$ cat config.mk
export PLATFORM = sky130hd
export DESIGN_NAME = tbdiv_top
export DESIGN_NICKNAME = d
export VERILOG_FILES = /design/src/hw/tbdiv_pkg.sv /design/src/hw/tbdiv_top.sv
export VERILOG_INCLUDE_DIRS = /design/src /design/src/hw
export SDC_FILE = /design/constraint.sdc
export NUM_CORES = 1
export LEC_CHECK = 0
export BUFFER_PORTS_ARGS = -buffer_cell sky130_fd_sc_hd__clkbuf_2
export CAP_MARGIN = 5
export CORE_AREA = 2 2 76 78
export DETAILED_ROUTE_END_ITERATION = 8
export DIE_AREA = 0 0 78 80
export PLACE_DENSITY = 0.81
export SLEW_MARGIN = 20
export SYNTH_ARGS = -nofsm -noshare
export SYNTH_HDL_FRONTEND = slang
export SYNTH_SLANG_ARGS = --single-unit
$ cat constraint.sdc
create_clock -name clock -period 1.74 [get_ports clock]
set_clock_uncertainty 0.05 [all_clocks]
set_input_delay 0.174 -clock clock [delete_from_list [all_inputs] [get_ports clock]]
set_output_delay 0.174 -clock clock [all_outputs]
set_load 0.02 [all_outputs]
$ cat src/hw/tbdiv_consts.svh
// Address map, field positions, reset values and divider taps of the time base block
`ifndef TBDIV_CONSTS_SVH
`define TBDIV_CONSTS_SVH

`define TBDIV_ADDR_W 8
`define TBDIV_DATA_W 8
`define TBDIV_ADDR_CTRL 8'h36
`define TBDIV_ADDR_STAT 8'h37
`define TBDIV_ADDR_MASK 8'h38
`define TBDIV_CTRL_RESET 8'h00
`define TBDIV_STAT_RESET 8'h00
`define TBDIV_MASK_RESET 8'h00
`define TBDIV_UNMAPPED_READ 8'h00

`define TBDIV_BIT_TICK_EN 3
`define TBDIV_BIT_BUZ_EN 7
`define TBDIV_BIT_TICK_EVT 0

`define TBDIV_DIV_W 23
`define TBDIV_TICK_TAP0 5'h16
`define TBDIV_TICK_TAP1 5'h14
`define TBDIV_TICK_TAP2 5'h0F
`define TBDIV_TICK_TAP3 5'h0D
`define TBDIV_TICK_TAP4 5'h0C
`define TBDIV_TICK_TAP5 5'h0B
`define TBDIV_TICK_TAP6 5'h0A
`define TBDIV_TICK_TAP7 5'h08
`define TBDIV_BUZ_TAP0 5'h0C
`define TBDIV_BUZ_TAP1 5'h0B
`define TBDIV_BUZ_TAP2 5'h0A
`define TBDIV_BUZ_TAP3 5'h09

`endif

$ cat src/hw/tbdiv_pkg.sv
// Types shared by the time base timer and divider output block
package tbdiv_pkg;

    typedef logic [2:0] tbdiv_rate_t;
    typedef logic [1:0] tbdiv_freq_t;

    typedef struct packed {
        logic buzzer_out_enable;
        tbdiv_freq_t buzzer_freq_sel;
        logic reserved;
        logic tick_enable;
        tbdiv_rate_t tick_rate_sel;
    } tbdiv_ctrl_s;

    typedef struct packed {
        logic [7:0] addr;
        logic [7:0] wdata;
        logic wr;
        logic rd;
    } tbdiv_bus_req_s;

endpackage

$ cat src/hw/tbdiv_top.sv
// Time base timer with periodic tick interrupt and square-wave buzzer divider output
//
// Contract
// - Rate code 000..111 taps fc/2^23..fc/2^9.
// - One write may set rate and enable.
// - Tick fires at first selected tap fall.
// - Divider cleared only by reset; first tick early.
// - Enable bit 3, rate select bits 2:0.
// - Enabled output drives ~50% square wave, active low.
// - Buzzer enable at bit 7, same register.
// - Control at 36h, resets to zero.
//
// The strobed register port was left to the implementer.
`timescale 1ns/1ps
`include "tbdiv_consts.svh"

module tbdiv_top (
    input wire logic clock,
    input wire logic rstn,
    input wire tbdiv_pkg::tbdiv_bus_req_s bus_req,
    output logic [7:0] bus_rdata,
    output logic tick_irq,
    output logic tick_pulse,
    output logic buzzer_out_n
);

    ////////////////////////////////////////////////////////////////////////
    // Reset release
    // Release is synchronised so every flop reset by rst_n leaves reset on the same edge
    logic [1:0] rst_sync_q;
    logic rst_n;

    always_ff @(posedge clock or negedge rstn) begin
        if (!rstn) begin
            rst_sync_q <= 2'h0;
        end else begin
            rst_sync_q <= {rst_sync_q[0], 1'b1};
        end
    end

    assign rst_n = rst_sync_q[1];

    ////////////////////////////////////////////////////////////////////////
    // Register file
    tbdiv_pkg::tbdiv_ctrl_s ctrl_q;
    tbdiv_pkg::tbdiv_ctrl_s ctrl_d;
    logic [7:0] stat_q;
    logic [7:0] stat_d;
    logic [7:0] stat_clr;
    logic [7:0] mask_q;
    logic [7:0] mask_d;
    logic [7:0] rdata_q;
    logic [7:0] rdata_d;
    logic wr_ctrl;
    logic wr_stat;
    logic wr_mask;
    logic [7:0] rd_mux;
    logic [7:0] evt_set;

    // Writes to unmapped addresses fall through and change nothing
    always_comb begin
        wr_ctrl = 1'b0;
        wr_stat = 1'b0;
        wr_mask = 1'b0;
        if (bus_req.wr) begin
            unique case (bus_req.addr)
                `TBDIV_ADDR_CTRL: begin
                    wr_ctrl = 1'b1;
                end
                `TBDIV_ADDR_STAT: begin
                    wr_stat = 1'b1;
                end
                `TBDIV_ADDR_MASK: begin
                    wr_mask = 1'b1;
                end
                default: begin
                end
            endcase
        end
    end

    // Enable and selects load together in one write, so enabling with a new rate is safe
    // Reserved bit 4 is never stored and reads zero
    always_comb begin
        ctrl_d = ctrl_q;
        if (wr_ctrl) begin
            ctrl_d = bus_req.wdata & 8'hEF;
        end
    end

    always_ff @(posedge clock or negedge rst_n) begin
        if (!rst_n) begin
            ctrl_q <= `TBDIV_CTRL_RESET;
        end else begin
            ctrl_q <= ctrl_d;
        end
    end

    always_comb begin
        mask_d = mask_q;
        if (wr_mask) begin
            mask_d = bus_req.wdata;
        end
    end

    always_ff @(posedge clock or negedge rst_n) begin
        if (!rst_n) begin
            mask_q <= `TBDIV_MASK_RESET;
        end else begin
            mask_q <= mask_d;
        end
    end

    // Write one to clear; a new event in the same cycle wins over the clear
    always_comb begin
        stat_clr = 8'h00;
        if (wr_stat) begin
            stat_clr = bus_req.wdata;
        end
        stat_d = (stat_q & ~stat_clr) | evt_set;
    end

    always_ff @(posedge clock or negedge rst_n) begin
        if (!rst_n) begin
            stat_q <= `TBDIV_STAT_RESET;
        end else begin
            stat_q <= stat_d;
        end
    end

    always_comb begin
        unique case (bus_req.addr)
            `TBDIV_ADDR_CTRL: begin
                rd_mux = ctrl_q;
            end
            `TBDIV_ADDR_STAT: begin
                rd_mux = stat_q;
            end
            `TBDIV_ADDR_MASK: begin
                rd_mux = mask_q;
            end
            default: begin
                rd_mux = `TBDIV_UNMAPPED_READ;
            end
        endcase
    end

    // Read data stand only in the cycle after the strobe
    always_comb begin
        rdata_d = 8'h00;
        if (bus_req.rd) begin
            rdata_d = rd_mux;
        end
    end

    always_ff @(posedge clock or negedge rst_n) begin
        if (!rst_n) begin
            rdata_q <= 8'h00;
        end else begin
            rdata_q <= rdata_d;
        end
    end

    assign bus_rdata = rdata_q;

    ////////////////////////////////////////////////////////////////////////
    // Free-running divider of fc
    logic [`TBDIV_DIV_W-1:0] div_q;
    logic [`TBDIV_DIV_W-1:0] div_d;
    logic [`TBDIV_DIV_W-1:0] div_fall;

    assign div_d = div_q + 23'h000001;

    // Only reset clears it: register writes leave the phase alone, so the first tick may come early
    always_ff @(posedge clock or negedge rst_n) begin
        if (!rst_n) begin
            div_q <= 23'h000000;
        end else begin
            div_q <= div_d;
        end
    end

    // A tap falls when its bit goes from one to zero on the next count
    genvar gi;
    generate
        for (gi = 0; gi < `TBDIV_DIV_W; gi++) begin : g_fall
            assign div_fall[gi] = div_q[gi] & ~div_d[gi];
        end
    endgenerate

    ////////////////////////////////////////////////////////////////////////
    // Time base tick
    logic [4:0] tick_tap;
    logic tick_evt;
    logic tick_pulse_q;
    logic irq_q;
    logic irq_d;

    always_comb begin
        unique case (ctrl_q.tick_rate_sel)
            3'h0: begin
                tick_tap = `TBDIV_TICK_TAP0;
            end
            3'h1: begin
                tick_tap = `TBDIV_TICK_TAP1;
            end
            3'h2: begin
                tick_tap = `TBDIV_TICK_TAP2;
            end
            3'h3: begin
                tick_tap = `TBDIV_TICK_TAP3;
            end
            3'h4: begin
                tick_tap = `TBDIV_TICK_TAP4;
            end
            3'h5: begin
                tick_tap = `TBDIV_TICK_TAP5;
            end
            3'h6: begin
                tick_tap = `TBDIV_TICK_TAP6;
            end
            3'h7: begin
                tick_tap = `TBDIV_TICK_TAP7;
            end
        endcase
    end

    // Rate is read live; software keeps it steady while enabled, else a spurious fall may tick
    assign tick_evt = ctrl_q.tick_enable & div_fall[tick_tap];

    always_comb begin
        evt_set = 8'h00;
        evt_set[`TBDIV_BIT_TICK_EVT] = tick_evt;
    end

    always_ff @(posedge clock or negedge rst_n) begin
        if (!rst_n) begin
            tick_pulse_q <= 1'b0;
        end else begin
            tick_pulse_q <= tick_evt;
        end
    end

    // Level request follows the sticky flag in the same cycle, and a mask write one cycle later
    assign irq_d = |(stat_d & mask_q);

    always_ff @(posedge clock or negedge rst_n) begin
        if (!rst_n) begin
            irq_q <= 1'b0;
        end else begin
            irq_q <= irq_d;
        end
    end

    assign tick_pulse = tick_pulse_q;
    assign tick_irq = irq_q;

    ////////////////////////////////////////////////////////////////////////
    // Buzzer divider output
    logic [4:0] buz_tap;
    logic buz_q;
    logic buz_d;

    always_comb begin
        unique case (ctrl_q.buzzer_freq_sel)
            2'h0: begin
                buz_tap = `TBDIV_BUZ_TAP0;
            end
            2'h1: begin
                buz_tap = `TBDIV_BUZ_TAP1;
            end
            2'h2: begin
                buz_tap = `TBDIV_BUZ_TAP2;
            end
            2'h3: begin
                buz_tap = `TBDIV_BUZ_TAP3;
            end
        endcase
    end

    // A divider bit is high half its period; idle pin rests high since it is active low
    // A select change while enabled may glitch the pin once
    always_comb begin
        buz_d = 1'b1;
        if (ctrl_q.buzzer_out_enable) begin
            buz_d = ~div_q[buz_tap];
        end
    end

    always_ff @(posedge clock or negedge rst_n) begin
        if (!rst_n) begin
            buz_q <= 1'b1;
        end else begin
            buz_q <= buz_d;
        end
    end

    assign buzzer_out_n = buz_q;

endmodule

==> impl_metrics.ini <==
[routing]
num_vias = 2058
routed_via_density = 5.37
dr.pass1.iters = 5
drt_iter0_drc = 174
wire_per_inst_um = 15.6
drc_errors = 0
postRouteWirelength_um = 5990
ant_nets = 0

[timing]
rsz0062_at_grt = yes
hold_slack_ps = 23.4
fmax_mhz = 432
finalWorstSetupSlack_ps = -575
final_hold_viol_count = 0
timing.final.crit_share = 1.33
slew_viol_final = 0
setup_tns_ps = -1670
setup_viol_count_final = 6
finalCriticalPeriod_ps = 2310

[clock_tree]
numCtsBuffers = 9
cts-htree-levels = 3
worstSkewPairLatency_ps = 340
clockBufferDepth = 2
cts_tree = built
cts-root-buf = clkbuf_8
cts_sinks = 59
clkTransAtPathRegs_ps = 80

[global_route]
grt_pass1_vias = 2119
grt_first_pass_wirelength_um = 9650
grt_max_degree = 33
grt-ovfl-total = 0
track_usage = 0.203
antenna_found_initial = 0

[logic_synthesis]
synth_ff_type = dfrtp_1
yosys_warnings = 0
synthesis.area_um2 = 2720
synth_area_leaders = dfrtp_1 (53%), ha_1 (11%), mux2_2 (6.6%)
synthCells = 220
synth.avg_cell_area_um2 = 12.4
async_flop_share = 1.00
ys_ff_latch = 59
synth_edf_count = 0
synth.most_common_cell = dfrtp_1
ys_top_cells_by_count = dfrtp_1 (58), ha_1 (25), mux2_2 (16), nand2_1 (15), nor2_1 (15)
synthesis.nets = 265
yosys.area.top_type_share = 0.534
synth_cell_types = 39
yosysTopAreaCell = dfrtp_1
yosysSeqAreaShare = 0.543

[critical_path]
worst_ep_arrival_time_ps = 2490
crit_fanout = 4
crit_top_cell = and3_4
r2r_cells = 11
cpMaxStageDelayCell = dfrtp_1
required_ps = 1920
critPathKind = flop to flop
critical_path.endpoint_type = flop
path_cells = ha_2 -> and3_4 -> and3_4 -> nand2_4 -> nor2_4 -> and3_4 -> ha_4 -> and3_4 -> o311a_1 -> or2_4 -> a21o_1
max_stage_delay_ps = 400
rrSetupSlack_ps = -570
reg2reg_from = div_q[0]
critPathBufInv = 0
cp.depth = 11
startpoint_type = flop
crit_start = div_q[0]
cp_top_family = simple AND/OR/NAND/NOR gates

[min_path]
holdCritPathClass = input port to flop
hold_depth = 2
hold_start = bus_req[5]

[placement]
pre_cts_ws_ps = -581
hpwl_um = 4120
gp_congestion = 0.824
placedCellCount = 355
numPortBuffers = 30

[cells_and_area]
nets = 351
final_layout_size_suffix_gt1_frac = 0.453
num_antenna_cells = 0
fillers = 387
finalNonFillerCells = 383
syn_to_final_growth_pct = 35.2

[floorplanning]
die_w_um = 78
start_util = 0.503
core_um2 = 5410
rows = 27
dieHeight_um = 80
dieArea_um2 = 6240
ios = 31

[pwr]
p_seq_frac = 0.504
p_sw_frac = 0.242
p_clk_frac = 0.449
cellLeakagePower_nw = 1.92
internal_power_mw = 2.13
combPwrFrac = 0.048
p_sw_mw = 0.679
peakVddDrop_v = 0.000845
powerDensity_nw_per_um2 = 763

[flow_run]
cap_viol_max_count = 0

[run_status]
status = finished, violations left
violations = setup timing
-- through the flow --
| stage | area, µm² | util | total power, mW |
|---|---|---|---|
| finish | 3680 | 0.680 | 2.81 |
| global route | 3680 | 0.680 | 2.91 |
| CTS | 3580 | 0.662 | 2.83 |
| detailed placement | 3280 | 0.606 | 1.57 |
| global placement | 3280 | 0.606 | 1.56 |
| floorplan | 2770 | - | 1.50 |
-- placed cells by master, fill, tap and decap left out, types with 6 or more instances in the layout --
cell type,count
dfrtp_1,57
buf_4,44
clkbuf_2,30
ha_1,21
mux2_2,16
nor2_1,14
inv_1,11
nand2_1,11
clkbuf_8,9
a21boi_0,8
a222oi_1,7
and3_4,6
-- flip-flops by register name (all words and copies together) (netlist names) --
name,cells
stat_q,8
rst_sync_q,2
tick_irq,1
tick_pulse,1
div_q,23
mask_q,8
bus_rdata,8
buzzer_out_n,1
ctrl_q,7
-- routing by layer --
metal / vias to the layer above / GRT usage / wire (µm)
met3: 6 / 0.0566 / 351
met5: - / 0 / 0
met1: 1022 / 0.248 / 2470
li1: 972 / - / -
met2: 58 / 0.345 / 3090
met4: 0 / 0.0754 / 70
-- power by group through the flow --
| stage | clock network (mW) | registers [mW] | logic, mW |
|---|---|---|---|
| floorplan | 0 | 1.45 | 0.0476 |
| global placement | 0 | 1.44 | 0.126 |
| detailed placement | 0 | 1.44 | 0.129 |
| CTS | 1.28 | 1.41 | 0.134 |
| global route | 1.35 | 1.42 | 0.150 |
| finish | 1.26 | 1.41 | 0.134 |
-- repair_timing --
action                     in CTS  in global routing
hold endpoints to repair        3                  0
setup endpoints to repair       8                  9
pin swaps                      12                 14
gates resized for setup         9                 15
setup buffers                   6                  6
hold buffers                    2                  0
-- logic make-up (layout without fill, tap and decap cells) --
kind of cell | count (synthesis) | after routing | synth area share
AOI/OAI and AO/OA | 28 | 28 | 0.0833
other | 1 | 1 | 0.00138
DFF | 59 | 59 | 0.543
adders and majority gates | 25 | 25 | 0.115
buffers and inverters | 16 | 107 | 0.0248
and+or+nand+nor | 68 | 68 | 0.131
muxes | 23 | 23 | 0.101
-- final timing paths --
path                           endpoint
min in group asynchronous  bus_rdata[7]
max in group asynchronous  buzzer_out_n
hold / removal                stat_q[3]
hold reg to reg            bus_rdata[7]
setup / recovery              stat_q[0]
setup reg to reg              stat_q[0]
-- layout make-up --
class                           instances  area (µm²)  share of cell area
Clock buffer                            9         124              0.0337
Clock inverter                          7        76.3              0.0208
Inverter                               12        45.0              0.0122
Multi-Input combinational cell        145        1320               0.359
Sequential cell                        59        1480               0.402
Tap cell                               72        90.1              0.0245
Timing Repair Buffer                   79         543               0.148
Note: power is estimated with default switching activity, not from simulation.
